## src/rtl/tbnc_defines.vh

```
// Constants of the burst transmitter oscillator and timing control.
// Assumes one 50 MHz core clock; figures below are in its cycles unless given in bits or symbol pulses.
// Contract
// - Start frequency load on first edge after strobe
// - Output frequency changes 23 cycles after load
// - Frequency forced to zero 23 after enable falls
// - Valid frequency 23 cycles after enable rises
// - Auxiliary clock high for 2 cycles
// - Auxiliary clock low for n-1 cycles, at least one
// - Symbol pulse is exactly one cycle high
// - Enable output changes one cycle after bit fall
// - Enable rises on second symbol pulse
// - Enable falls on thirteenth symbol pulse
// - Latencies hold only with block code off
// - Block code shifts both edges eight bits later
`ifndef TBNC_DEFINES_VH
`define TBNC_DEFINES_VH
`define TBNC_FW_W        32         // Frequency word width
`define TBNC_FW_ZERO     32'h00000000
`define TBNC_PIPE_W      5          // Width of the load pipeline counter
`define TBNC_LD_PIPE     5'h15      // Synced strobe to frequency change: 23 cycles less two sync stages
`define TBNC_EN_PIPE     5'h16      // Enable edge to frequency change: 23 cycles less the edge detect
`define TBNC_SEL_TAKE    5'h10      // Counter value at which the select is taken, inside both windows
`define TBNC_ACLK_HIGH   4'h2       // Auxiliary clock high cycles
`define TBNC_SYM_W       4          // Symbol counter width
`define TBNC_UP_LAT      4'h2       // Symbol pulses until enable rises
`define TBNC_DN_LAT      4'hD       // Symbol pulses until enable falls
`define TBNC_SYM_MAX     4'hF       // Symbol counter saturation
`define TBNC_BC_DELAY    8          // Block code extra delay in bits
`define TBNC_NBIT_W      12         // Bit clock half period field width
`endif

```

## src/rtl/tbnc_aux_clk.v

```verilog
// Auxiliary clock divider: two cycles high, then n-1 cycles low, at least one.
// Assumes n is a steady configuration level on the core clock domain.
`include "tbnc_defines.vh"
`default_nettype none
module tbnc_aux_clk (
  input  wire       i_core_clk,   // Core clock
  input  wire       i_rst_b,      // Asynchronous reset, active low
  input  wire [3:0] i_aux_div_n,  // Divider value n
  output reg        o_aux_clock_out // Auxiliary clock
);
  reg  [3:0] cnt_q;   // Cycles left in the current phase
  wire [3:0] low_len; // Low phase length, at least one cycle
  assign low_len = (i_aux_div_n > 4'h1) ? (i_aux_div_n - 4'h1) : 4'h1;

  // Phase counter toggles the clock at the end of each phase
  always @(posedge i_core_clk or negedge i_rst_b) begin
    if (!i_rst_b) begin
      cnt_q           <= 4'h0;
      o_aux_clock_out <= 1'b0;
    end else if (cnt_q > 4'h1) begin
      cnt_q <= cnt_q - 4'h1;
    end else if (o_aux_clock_out) begin
      o_aux_clock_out <= 1'b0;
      cnt_q           <= low_len;
    end else begin
      o_aux_clock_out <= 1'b1;
      cnt_q           <= `TBNC_ACLK_HIGH;
    end
  end
endmodule
`default_nettype wire

```

## src/rtl/tbnc_burst_ctrl.v

```verilog
// Burst transmitter control: oscillator word loading, bit and symbol timing,
// burst enable latency and the auxiliary clock.
// Assumes host controls arrive asynchronously and are synchronised here.
`include "tbnc_defines.vh"
`default_nettype none
module tbnc_burst_ctrl (
  input  wire                       i_core_clk,         // Core clock
  input  wire                       i_rst_b,            // Transmit reset, active low
  input  wire                       i_nco_load_strobe,  // Explicit load request
  input  wire [1:0]                 i_freq_word_select, // Selects one of four words
  input  wire [`TBNC_FW_W-1:0]      i_freq_word0,       // Frequency word 0
  input  wire [`TBNC_FW_W-1:0]      i_freq_word1,       // Frequency word 1
  input  wire [`TBNC_FW_W-1:0]      i_freq_word2,       // Frequency word 2
  input  wire [`TBNC_FW_W-1:0]      i_freq_word3,       // Frequency word 3
  input  wire                       i_burst_enable_in,  // Burst enable from host
  input  wire                       i_block_code_en,    // Block code encoder on
  input  wire [3:0]                 i_aux_div_n,        // Auxiliary clock divider n
  input  wire [`TBNC_NBIT_W-1:0]    i_bit_period_n,     // Bit clock phase is n+1 cycles
  input  wire [2:0]                 i_bits_per_symbol,  // Bits per symbol, zero taken as one
  output reg  [`TBNC_FW_W-1:0]      o_nco_freq_word,    // Word driving the oscillator
  output reg                        o_freq_valid,       // Output frequency is nonzero
  output reg                        o_bit_clock_out,    // Bit clock
  output reg                        o_symbol_pulse,     // One-cycle symbol pulse
  output reg                        o_burst_enable_out, // Burst enable to modulator
  output wire                       o_aux_clock_out     // Auxiliary clock
);
  // Two-stage synchronisers for host pins
  reg  [3:0] sync1_q;   // First stage, read only by second stage
  reg  [3:0] sync2_q;   // Second stage
  wire       ld_s;      // Synced load strobe
  wire       ben_s;     // Synced burst enable in
  wire [1:0] sel_s;     // Synced word select

  always @(posedge i_core_clk or negedge i_rst_b) begin
    if (!i_rst_b) begin
      sync1_q <= 4'h0;
      sync2_q <= 4'h0;
    end else begin
      sync1_q <= {i_freq_word_select, i_burst_enable_in, i_nco_load_strobe};
      sync2_q <= sync1_q;
    end
  end
  assign ld_s  = sync2_q[0];
  assign ben_s = sync2_q[1];
  assign sel_s = sync2_q[3:2];

  // Load strobe edge detect; a one-cycle strobe is still seen
  reg  ld_prev_q;   // Previous synced strobe
  wire ld_event;    // Load event pulse
  always @(posedge i_core_clk or negedge i_rst_b) begin
    if (!i_rst_b) begin
      ld_prev_q <= 1'b0;
    end else begin
      ld_prev_q <= ld_s;
    end
  end
  assign ld_event = ld_s & ~ld_prev_q;

  // Bit clock: n+1 cycles high, n+1 cycles low; symbol pulse on falls
  reg  [`TBNC_NBIT_W-1:0] bit_cnt_q;   // Cycles left in bit clock phase
  reg  [2:0]              bits_q;      // Bits left in current symbol
  wire [2:0]              bits_len;    // Bits per symbol, at least one
  wire                    bit_fall;    // Bit clock goes low on this edge
  assign bits_len = (i_bits_per_symbol == 3'h0) ? 3'h1 : i_bits_per_symbol;
  assign bit_fall = (bit_cnt_q == {`TBNC_NBIT_W{1'b0}}) & o_bit_clock_out;

  always @(posedge i_core_clk or negedge i_rst_b) begin
    if (!i_rst_b) begin
      bit_cnt_q       <= {`TBNC_NBIT_W{1'b0}};
      o_bit_clock_out <= 1'b0;
      bits_q          <= 3'h1;
      o_symbol_pulse  <= 1'b0;
    end else begin
      o_symbol_pulse <= 1'b0;
      if (bit_cnt_q != {`TBNC_NBIT_W{1'b0}}) begin
        bit_cnt_q <= bit_cnt_q - {{(`TBNC_NBIT_W-1){1'b0}}, 1'b1};
      end else begin
        bit_cnt_q       <= i_bit_period_n;
        o_bit_clock_out <= ~o_bit_clock_out;
        if (bit_fall) begin
          // Symbol boundary falls on a bit clock fall
          if (bits_q <= 3'h1) begin
            bits_q         <= bits_len;
            o_symbol_pulse <= 1'b1;
          end else begin
            bits_q <= bits_q - 3'h1;
          end
        end
      end
    end
  end

  // Bit fall marker aligned with the cycle where the bit clock is low
  reg fall_seen_q;   // High in the first low cycle of the bit clock
  always @(posedge i_core_clk or negedge i_rst_b) begin
    if (!i_rst_b) begin
      fall_seen_q <= 1'b0;
    end else begin
      fall_seen_q <= bit_fall;
    end
  end

  // Symbol pulse counting after each change of the enable input
  reg  [`TBNC_SYM_W-1:0] sym_cnt_q;   // Symbol pulses since last change
  reg                    lvl_q;       // Last enable input level acted on
  reg                    en_raw_q;    // Enable before block code delay
  wire [`TBNC_SYM_W-1:0] sym_next;    // Count including this pulse
  reg                    en_raw_d;    // Next enable before delay
  assign sym_next = sym_cnt_q + {{(`TBNC_SYM_W-1){1'b0}}, 1'b1};

  // Decide enable level on the symbol pulse
  always @* begin
    en_raw_d = en_raw_q;
    if (o_symbol_pulse && (ben_s == lvl_q)) begin
      if (lvl_q && (sym_next == `TBNC_UP_LAT)) begin
        en_raw_d = 1'b1;
      end else if (!lvl_q && (sym_next == `TBNC_DN_LAT)) begin
        en_raw_d = 1'b0;
      end
    end
  end

  always @(posedge i_core_clk or negedge i_rst_b) begin
    if (!i_rst_b) begin
      sym_cnt_q <= {`TBNC_SYM_W{1'b0}};
      lvl_q     <= 1'b0;
      en_raw_q  <= 1'b0;
    end else begin
      en_raw_q <= en_raw_d;
      if (ben_s != lvl_q) begin
        lvl_q     <= ben_s;
        sym_cnt_q <= {`TBNC_SYM_W{1'b0}};
      end else if (o_symbol_pulse && (sym_cnt_q != `TBNC_SYM_MAX)) begin
        sym_cnt_q <= sym_next;
      end
    end
  end

  // Block code delay line, advanced once per bit
  reg [`TBNC_BC_DELAY-1:0] bc_sr_q;   // Enable history in bit periods
  wire                     bc_out;    // Enable delayed by the block code
  genvar gi;
  generate
    for (gi = 0; gi < `TBNC_BC_DELAY; gi = gi + 1) begin : g_bc
      always @(posedge i_core_clk or negedge i_rst_b) begin
        if (!i_rst_b) begin
          bc_sr_q[gi] <= 1'b0;
        end else if (fall_seen_q) begin
          bc_sr_q[gi] <= (gi == 0) ? en_raw_d : bc_sr_q[(gi == 0) ? 0 : gi-1];
        end
      end
    end
  endgenerate
  assign bc_out = bc_sr_q[`TBNC_BC_DELAY-1];

  // Enable output updates one cycle after the bit clock falls; the decision of a
  // symbol pulse in that same cycle is taken at once, so with block code off the edge lands on that pulse
  always @(posedge i_core_clk or negedge i_rst_b) begin
    if (!i_rst_b) begin
      o_burst_enable_out <= 1'b0;
    end else if (fall_seen_q) begin
      o_burst_enable_out <= i_block_code_en ? bc_out : en_raw_d;
    end
  end

  // Edges of the enable output start automatic loads and blanking
  reg  ben_out_prev_q;   // Enable output last cycle
  wire ben_rise;         // Enable output rose
  wire ben_fall;         // Enable output fell
  always @(posedge i_core_clk or negedge i_rst_b) begin
    if (!i_rst_b) begin
      ben_out_prev_q <= 1'b0;
    end else begin
      ben_out_prev_q <= o_burst_enable_out;
    end
  end
  assign ben_rise = o_burst_enable_out & ~ben_out_prev_q;
  assign ben_fall = ~o_burst_enable_out & ben_out_prev_q;

  // Oscillator load pipeline: word taken inside the select window, applied after 23 cycles
  reg  [`TBNC_PIPE_W-1:0] pipe_q;    // Cycles left to frequency change, zero when idle
  reg                     zero_q;    // Pending action blanks the output
  reg  [`TBNC_FW_W-1:0]   word_q;    // Word captured for the pending load
  reg  [`TBNC_FW_W-1:0]   word_mux;  // Word picked by the select
  always @* begin
    case (sel_s)
      2'h0:    word_mux = i_freq_word0;
      2'h1:    word_mux = i_freq_word1;
      2'h2:    word_mux = i_freq_word2;
      default: word_mux = i_freq_word3;
    endcase
  end

  always @(posedge i_core_clk or negedge i_rst_b) begin
    if (!i_rst_b) begin
      pipe_q          <= {`TBNC_PIPE_W{1'b0}};
      zero_q          <= 1'b0;
      word_q          <= `TBNC_FW_ZERO;
      o_nco_freq_word <= `TBNC_FW_ZERO;
      o_freq_valid    <= 1'b0;
    end else begin
      // Start values make up for the sync and edge-detect stages, so the change
      // comes 23 edges after the edge that first saw the request
      if (ben_fall) begin
        pipe_q <= `TBNC_EN_PIPE;
        zero_q <= 1'b1;
      end else if (ben_rise) begin
        pipe_q <= `TBNC_EN_PIPE;
        zero_q <= 1'b0;
      end else if (ld_event) begin
        pipe_q <= `TBNC_LD_PIPE;
        zero_q <= 1'b0;
      end else if (pipe_q != {`TBNC_PIPE_W{1'b0}}) begin
        pipe_q <= pipe_q - {{(`TBNC_PIPE_W-1){1'b0}}, 1'b1};
        if (pipe_q == `TBNC_SEL_TAKE) begin
          word_q <= word_mux;
        end
        if (pipe_q == {{(`TBNC_PIPE_W-1){1'b0}}, 1'b1}) begin
          o_nco_freq_word <= zero_q ? `TBNC_FW_ZERO : word_q;
          o_freq_valid    <= ~zero_q;
        end
      end
    end
  end

  // Auxiliary clock divider
  tbnc_aux_clk u_aux (
    .i_core_clk      (i_core_clk),
    .i_rst_b         (i_rst_b),
    .i_aux_div_n     (i_aux_div_n),
    .o_aux_clock_out (o_aux_clock_out)
  );
endmodule
`default_nettype wire

```

## config.mk

```make
export PLATFORM = sky130hd
export DESIGN_NAME = tbnc_burst_ctrl
export DESIGN_NICKNAME = d
export VERILOG_FILES = /design/src/rtl/tbnc_aux_clk.v /design/src/rtl/tbnc_burst_ctrl.v
export VERILOG_INCLUDE_DIRS = /design/src /design/src/rtl
export SDC_FILE = /design/constraint.sdc
export NUM_CORES = 1
export LEC_CHECK = 0
export ABC_AREA = 1
export BUFFER_PORTS_ARGS = -buffer_cell sky130_fd_sc_hd__buf_2
export CORE_ASPECT_RATIO = 2
export CORE_MARGIN = 2
export CORE_UTILIZATION = 55
export CTS_CLUSTER_DIAMETER = 30
export DETAILED_ROUTE_END_ITERATION = 16
export PLACE_DENSITY_LB_ADDON = 0.3
export SYNTH_ARGS = -nofsm -noshare
export SYNTH_HDL_FRONTEND = slang
export SYNTH_SLANG_ARGS = --single-unit
export TNS_END_PERCENT = 30
```

## constraint.sdc

```tcl
create_clock -name i_core_clk -period 3.1 [get_ports i_core_clk]
set_input_delay 0.465 -clock i_core_clk [delete_from_list [all_inputs] [get_ports i_core_clk]]
set_output_delay 0.465 -clock i_core_clk [all_outputs]
set_load 0.05 [all_outputs]
```

======== Word level (Yosys, flattened, before mapping) ========
Cells that the tools add are included.
storage, ports and cells
  memories ................................ 0
  flip-flop bits (word level) ............. 119
  output and inout port bits .............. 37
  input bits .............................. 154
  latch bits .............................. 0
  bits in read-only memories .............. 0
  RAM bits ................................ 0
  word-level logic and storage cells ...... 100
cells by class
  shift operators ......................... 0
  bitwise gates (word level) .............. 13
  reductions and logical operators ........ 16
  multipliers ............................. 0
  equality and inequality tests ........... 9
  divide/modulo/power cells ............... 0
  order comparisons ....................... 3
  add/sub/neg operators ................... 6
  mux-type cells .......................... 25
operator list
  operator                                                        count
  one-hot mux 32 bit (3 select lines)                             1
  two-way mux 32 bit                                              1
  two-way mux 4 bit                                               5
  two-way mux 5 bit                                               4
  zero test 12 bit                                                1
  two-way mux 12 bit                                              1
  nonzero test 12 bit                                             1
  subtractor 12 x 1 -> 12 bit (second input constant)             1
  two-way mux 1 bit                                               11
  AND reduction 5 bit                                             2
  inverter 1 bit                                                  9
  greater-than comparator 4 x 1 -> 1 bit (second input constant)  2
  subtractor 4 x 1 -> 4 bit (second input constant)               2
  two-way mux 3 bit                                               2
  == test 5 x 1 -> 1 bit (second input constant)                  1
  == test 5 bit (second input constant)                           1
  nonzero test 5 bit                                              1
  subtractor 5 x 1 -> 5 bit (second input constant)               1
  adder 4 x 1 -> 4 bit (second input constant)                    1
  AND 1 bit                                                       4
  == test 4 x 2 -> 1 bit (second input constant)                  1
  == test 4 bit (second input constant)                           1
  logical AND 1 bit                                               4
  != test 4 bit (second input constant)                           1
  other kinds (13)                                                13

======== Logic depth before layout (Yosys ltp) ========
Gate-level depths: netlist (run 1).
  depth in word-level cells ............... 7
  mapped depth ............................ 10

======== Cells and area by module ========
Synthesis (run 1) repeated with hierarchy kept, for this count alone.
unflattened totals
  cell total of the unflattened synthesis .. 778
  area total of the unflattened synthesis .. 6,148.4 µm²
modules (own cells, without submodules)
  module           cells each  times used  area an instance (µm²)  seq. area each (µm²)
  tbnc_burst_ctrl  720         1           5,744.3                 2,854.0
  tbnc_aux_clk     58          1           404.1                   125.1

======== Worst setup path after synthesis (run 1) ========
No wires, ideal clock.
  path type ............................... register -> register
  from .................................... register o_burst_enable_out
  to ...................................... register o_nco_freq_word[0]
  slack ................................... 1,265 ps
  arrival time ............................ 1,769 ps
  required time ........................... 3,034 ps
  clock period less this slack ............ 1,835 ps
  stages on the path, launching flop included .. 11
  path buffers ............................ 1
  path through ............................ dfrtp_1 > inv_1 > ha_1 > nor2_4 > nand2_2 > inv_2 > nand3_4 > nor2_8 > buf_8 > nand2_2 > nand2_1
on the way
  word-level cells in the longest chain between the ends .. 4
  elaborated cells on any way between the ends .. 6
  classes of those cells .................. bitwise: 5; reduce/logical: 1
RTL lines
  element                        line                   source
  start: declaration             tbnc_burst_ctrl.v:24   output reg o_burst_enable_out,
  start signal: assignment       tbnc_burst_ctrl.v:162  o_burst_enable_out <= i_block_code_en ? bc_out : en_raw_d;
  inverter 1 bit                 tbnc_burst_ctrl.v:178  assign ben_fall = ~o_burst_enable_out & ben_out_prev_q;
  AND 1 bit                      tbnc_burst_ctrl.v:178
  net ben_fall                   tbnc_burst_ctrl.v:169  wire ben_fall;
  inverter 1 bit (no line)       -
  AND reduction 5 bit (no line)  -
  end signal: assignment         tbnc_burst_ctrl.v:199  o_nco_freq_word <= `TBNC_FW_ZERO;
  end signal: assignment         tbnc_burst_ctrl.v:219  o_nco_freq_word <= zero_q ? `TBNC_FW_ZERO : word_q;
  end: declaration               tbnc_burst_ctrl.v:20   output reg [`TBNC_FW_W-1:0] o_nco_freq_word,
The timed path passes the listed nets, and every way through them passes these cells.
A chain may end at the register's enable or synchronous reset.

======== Final worst setup path (run 1) ========
  from .................................... register o_burst_enable_out
  to ...................................... register o_nco_freq_word[12]
Same word-level chain as after synthesis.

==> results.ini, run 1 <==
[critical_path]
timing.critical_path.from = o_burst_enable_out
crit_fanout = 35
required_ns = 3.45
worstPathArrival_ns = 2.66
start_kind = flop
r2r-start = o_burst_enable_out
r2r_slack_ns = 0.79
crit_type = reg -> reg
critPathCaptureType = flop

[clock_tree]
cts-root-to-sink-buffers = 2
cts_buffers = 17
clkTransAtPathRegs_ns = 0.06
clock-root-buffer = clkbuf_16
h-tree-depth = 4
clock-sinks = 119
clkLatencyLatePin_ns = 0.41
cts_tree = built
postCtsSetupBuffers = 0

[yosys]
syn_area_mm2 = 0.00601
synth-xor-area-share_pct = 1.17
synth_top_family_by_area = simple AND/OR/NAND/NOR gates
ys_seq_area_share_pct = 49.6
synth_cells = 755
synth_fa_ha_area_share_pct = 2.91
async_flop_share_pct = 100
yosys.area_share.simple_pct = 30.8
synth_cell_types = 36
synth-edff-count = 0
synth_ff_type = dfrtp_1
ys_warn_count = 0
syn_nets = 923
ys_ff_latch = 119
synth_compound_area_share_pct = 8.78
syn_avg_cell_area_um2 = 7.96
synthMuxAreaShare_pct = 0

[timing]
rsz0062_at_grt = false
clock_skew_ns = 0.00776
hold_slack_ns = 0.157
maxSlewViolCount = 0
setup_viol = 0
relSlewSlack_pct = 34.9
hold_viol = 0
fmax_mhz = 433
setup-tns-final_ns = 0
worstMarginPinSlew_ns = 0.975
fin_crit_sh_pct = 74.4
post-route-min-period_ns = 2.31
fin_ws_ns = 0.792

[global_routing]
grt_max_degree = 89
grt_overflow = 0
track_usage_pct = 26.8
grt_pass1_vias = 5551
grt_antenna_before_repair = 0
grt_pass1_wl_um = 25000

[pwr]
power.leakage_uw = 0.00413
cellPowerDensity_mw_per_mm2 = 847
peakVddDrop_uv = 535

[finish]
syn_to_final_growth_pct = 26.8
layout_common_cells = 309 x nand2_1, 189 x buf_2, 118 x dfrtp_1
drive_above_1_share_pct = 28.7
final_common_cell = nand2_1
nets = 1109
antennaDiodeCount = 0

[die]
rows = 54
die_h_um = 152
die_area_mm2 = 0.0118
pin_count = 191
core-area_mm2 = 0.0108
start_util_pct = 55.6
die_w_um = 77.9

[routing]
drtIter0Drc = 260
vias = 5519
avgRoutedWirePerCell_um = 13.9
viasPerCell = 5.04
finalWirelength_um = 15200
drc = 0
drt-pass1-iter-count = 4
detail-route-antenna-nets = 0

[run_status]
outcome = completed

[worst_hold_path]
hp-start = i_burst_enable_in
hp-class = in -> reg

[placement]
dp_slack_ns = 0.788
routabilityCongestion = 0.887
hpwl_um = 11200
port_buffers = 190

[flow_run]
cap_viol_max_count = 0

cell usage after synthesis, types with 3 or more instances:
master,number,share of area (%)
xnor2_1,5,0.73
nor2_4,4,0.75
nor2_2,6,0.62
a21oi_1,39,3.2
nor2_1,28,1.7
dfrtp_1,118,49
o21ai_0,23,1.9
nand4_1,6,0.62
nor3_1,3,0.25
nand2_2,23,2.4
buf_6,5,0.94
nand3_1,43,3.6
o22ai_1,3,0.31
ha_1,14,2.9
xor2_1,3,0.44
buf_4,4,0.50
nand2_1,309,19
inv_1,46,2.9
o21ai_1,32,2.7
inv_2,8,0.50
buf_2,15,1.2
layout make-up:
class	instances	area, µm²
Sequential cell	119	2980
Tap cell	140	175
Fill cell	935	3190
Clock inverter	12	175
Multi-Input combinational cell	553	2620
Clock buffer	20	457
Inverter	56	213
Timing Repair Buffer	194	998
flip-flops by register name (all words and copies together), names as in the netlist, 3 cells and up:
register	count
sync1_q	4
sync2_q	4
bit_cnt_q	12
word_q	32
bits_q	3
sym_cnt_q	4
o_nco_freq_word	32
u_aux.cnt_q	4
pipe_q	5
bc_sr_q	7
metal layers:
metal / global-route usage, % / vias to the layer above / wire [µm]
met4: 11.5 / 0 / 465
met3: 6.53 / 36 / 736
met2: 48.4 / 186 / 8240
met5: 0 / - / 0
met1: 29.3 / 2530 / 5740
li1: - / 2767 / -
report_power, final:
part	switching [µW]	leakage (µW)	internal (µW)
logic	1440	0.00236	555
clock network	697	0.000302	1380
registers	333	0.00146	2040
total	2470	0.00413	3980
cell families (layout without fill, tap and decap cells):
kind of cell / count (synthesis) / in the layout
and+or+nand+nor: 429 / 429
DFF: 119 / 119
AOI/OAI and AO/OA: 102 / 102
buffers and inverters: 83 / 282
adders and majority gates: 14 / 14
xor gates and xnor gates: 8 / 8
repair_timing:
| action | CTS | global route |
|---|---|---|
| resized for setup | 0 | 0 |
| hold endpoints to repair | 9 | 0 |
| hold buffers | 1 | 0 |
stage by stage:
stage	utilization (%)	cells	instance area [µm²]	total power, µW
2_1_floorplan	-	755	6010	3800
5_1_grt	70.5	1094	7620	6790
3_3_place_gp	64.6	1061	6980	4350
4_1_cts	70.5	1094	7620	6490
6_report	70.5	1094	7620	6450
3_5_place_dp	64.6	1061	6980	4400
worst paths after layout:
| path | endpoint | depth (start not counted) |
|---|---|---|
| setup / recovery | o_nco_freq_word[12] | 9 |
| hold / removal | sync1_q[1] | 1 |
| setup reg to reg | o_nco_freq_word[12] | 9 |
| hold reg to reg | sync2_q[3] | 0 |
| max in group asynchronous | bits_q[0] | 3 |
| min in group asynchronous | u_aux.o_aux_clock_out | 2 |
worst max-delay path: stages, from the launching register on:
cell and delay [ns]:
dfrtp_1 0.41, inv_1 0.07, ha_1 0.25, nor2_4 0.16, nand2_2 0.09, inv_2 0.08, nand3_4 0.34, nor2_8 0.60
nand2_1 0.13, nand2_1 0.09
No activity file was read; power rests on OpenSTA's default activity.
==> run 2: changes to the inputs <==
--- a/config.mk
+++ b/config.mk
@@ -10,7 +10,7 @@
 export BUFFER_PORTS_ARGS = -buffer_cell sky130_fd_sc_hd__buf_2
 export CORE_ASPECT_RATIO = 2
 export CORE_MARGIN = 2
-export CORE_UTILIZATION = 55
+export CORE_UTILIZATION = 51
 export CTS_CLUSTER_DIAMETER = 30
 export DETAILED_ROUTE_END_ITERATION = 16
 export PLACE_DENSITY_LB_ADDON = 0.3
==> constraint.sdc (replaced) <==
create_clock -name i_core_clk -period 2.3 [get_ports i_core_clk]
set_input_delay 0.345 -clock i_core_clk [delete_from_list [all_inputs] [get_ports i_core_clk]]
set_output_delay 0.345 -clock i_core_clk [all_outputs]
set_load 0.05 [all_outputs]
==> run 2 against run 1 <==
  * Critical path depth is 3 lower
  * Global-route usage is 1.9 points lower
  * Critical path type unchanged
  * Combinational power is 35% higher
  * Critical endpoint is now word_q[12]
  * Final cell count is 1.0% higher
  * Non-clock buffer count is 6 higher
==> results.ini, run 2 (synthesis gave the netlist of run 1 again) <==
[timing]
setup_viol = 0
relSlewSlack_pct = 35.6
clock_skew_ns = 0.00655
worstMarginPinSlew_ns = 0.965
rsz0062_at_grt = false
fmax_mhz = 507
fin_ws_ns = 0.328
setup-tns-final_ns = 0
post-route-min-period_ns = 1.97
hold_viol = 0
fin_crit_sh_pct = 85.7
maxSlewViolCount = 0

[critical_path]
crit_fanout = 64
required_ns = 2.54
r2r_slack_ns = 0.33
start_kind = flop
r2r-start = o_burst_enable_out
crit-reg2reg-capture = word_q[12]
reg2reg_depth = 6
crit_type = reg -> reg
worstPathArrival_ns = 2.21
critPathCaptureType = flop

[finish]
syn_to_final_growth_pct = 27.4
nets = 1115
fillerInstances = 1072
drive_above_1_share_pct = 29.0
largest_registers = o_nco_freq_word (32), word_q (32), bit_cnt_q (12)
final_common_cell = nand2_1
antennaDiodeCount = 0
layout_common_cells = 309 x nand2_1, 189 x buf_2, 118 x dfrtp_1

[global_routing]
grt_max_degree = 65
grt_util_met1_pct = 29.0
grt_pass1_vias = 5415
grt_overflow = 0
grt_antenna_before_repair = 0
busiest_layer = met2
grt_pass1_wl_um = 24400
use_met3_pct = 5.22
grt_use_met2_pct = 43.5
track_usage_pct = 25.0

[worst_hold_path]
hp-start = i_freq_word_select[1]
min_path_cells = 1
hp-class = in -> reg
worstHoldEndpoint = sync1_q[3]

[pwr]
peakVddDrop_uv = 789
power.leakage_uw = 0.00416
cellPowerDensity_mw_per_mm2 = 1130

[routing]
drc = 0
drt-pass1-iter-count = 5
drtIter0Drc = 217
viasPerCell = 4.94
avgRoutedWirePerCell_um = 13.3
detail-route-antenna-nets = 0
finalWirelength_um = 14700
vias = 5461

[die]
core-area_mm2 = 0.0116
start_util_pct = 51.7
pin_count = 191
die_area_mm2 = 0.0127
rows = 56
die_h_um = 158
die_w_um = 80.8

[clock_tree]
h-tree-depth = 4
clkTransAtPathRegs_ns = 0.05
cts_tree = built
cts_buffers = 17
clock-sinks = 119
clkLatencyLatePin_ns = 0.41
clock-root-buffer = clkbuf_16
cts-root-to-sink-buffers = 2

[placement]
dp_slack_ns = 0.369
hpwl_um = 11100
routabilityCongestion = 0.894
port_buffers = 190

[run_status]
outcome = completed

[flow_run]
cap_viol_max_count = 0

-- run 2: cell count changes in the layout (fill, tap and decap cells not counted), sizes merged --
| cell | delta |
|---|---|
| buf | +6 |
| clkinvlp | -3 |
| clkbuf | +2 |
| clkinv | +1 |
-- run 2: worst max-delay path by stage --
stage	startpoint	cells after the start	to	slack (ns)
CTS	o_burst_enable_out	6	word_q[12]	0.33
floorplan	o_burst_enable_out	10	o_nco_freq_word[0]	0.47
finish	o_burst_enable_out	6	word_q[12]	0.33
global placement	o_burst_enable_out	6	word_q[23]	0.45
global route	o_burst_enable_out	7	word_q[14]	0.12
detailed placement	o_burst_enable_out	6	word_q[25]	0.37
-- run 2: routing by layer --
metal  vias up  wire length (µm)
li1       2775                 -
met1      2486              5630
met2       166              7960
met3        34               664
met4         0               422
met5         -                 0
-- run 2: area by class of cell --
cell class	count	area (µm²)	area share (%)
flip-flops and latches	119	2980	38.9
multi-input cells	553	2620	34.3
repair buffers	200	1040	13.6
clock buffers	22	464	6.06
inverters	56	213	2.78
well taps	145	181	2.37
clock inverters	10	150	1.96
-- run 2: power breakdown --
| group | total, µW | internal, µW | switching [µW] |
|---|---|---|---|
| combinational | 2700 | 756 | 1940 |
| clock | 2740 | 1860 | 880 |
| sequential | 3190 | 2750 | 432 |
-- run 2: worst max-delay path, stage by stage, from the launching register on --
cell and delay (ns):
dfrtp_1 0.42, inv_1 0.06, ha_1 0.28, nand2_1 0.08, nor3_2 0.05, inv_2 0.69, o21ai_1 0.20
-- run 2: through the flow --
| step | instances | cell area [µm²] | power, µW | utilization (%) | hold slack (ns) |
|---|---|---|---|---|---|
| final | 1105 | 7650 | 8620 | 65.8 | 0.0432 |
| after global routing | 1105 | 7650 | 9090 | 65.8 | 0.0289 |
| after CTS | 1105 | 7650 | 8680 | 65.8 | 0.0304 |
| after detailed placement | 1072 | 7030 | 5910 | 60.4 | 0.335 |
| after global placement | 1072 | 7030 | 5840 | 60.4 | 0.332 |
| after floorplan | 755 | 6010 | 5120 | - | 0.0494 |
-- run 2: timing repair --
item / CTS / global route
setup endpoints to repair: 0 / 0
gates resized for setup: 0 / 0
hold endpoints to repair: 42 / 0
setup buffers: 0 / 0
hold buffers: 1 / 0
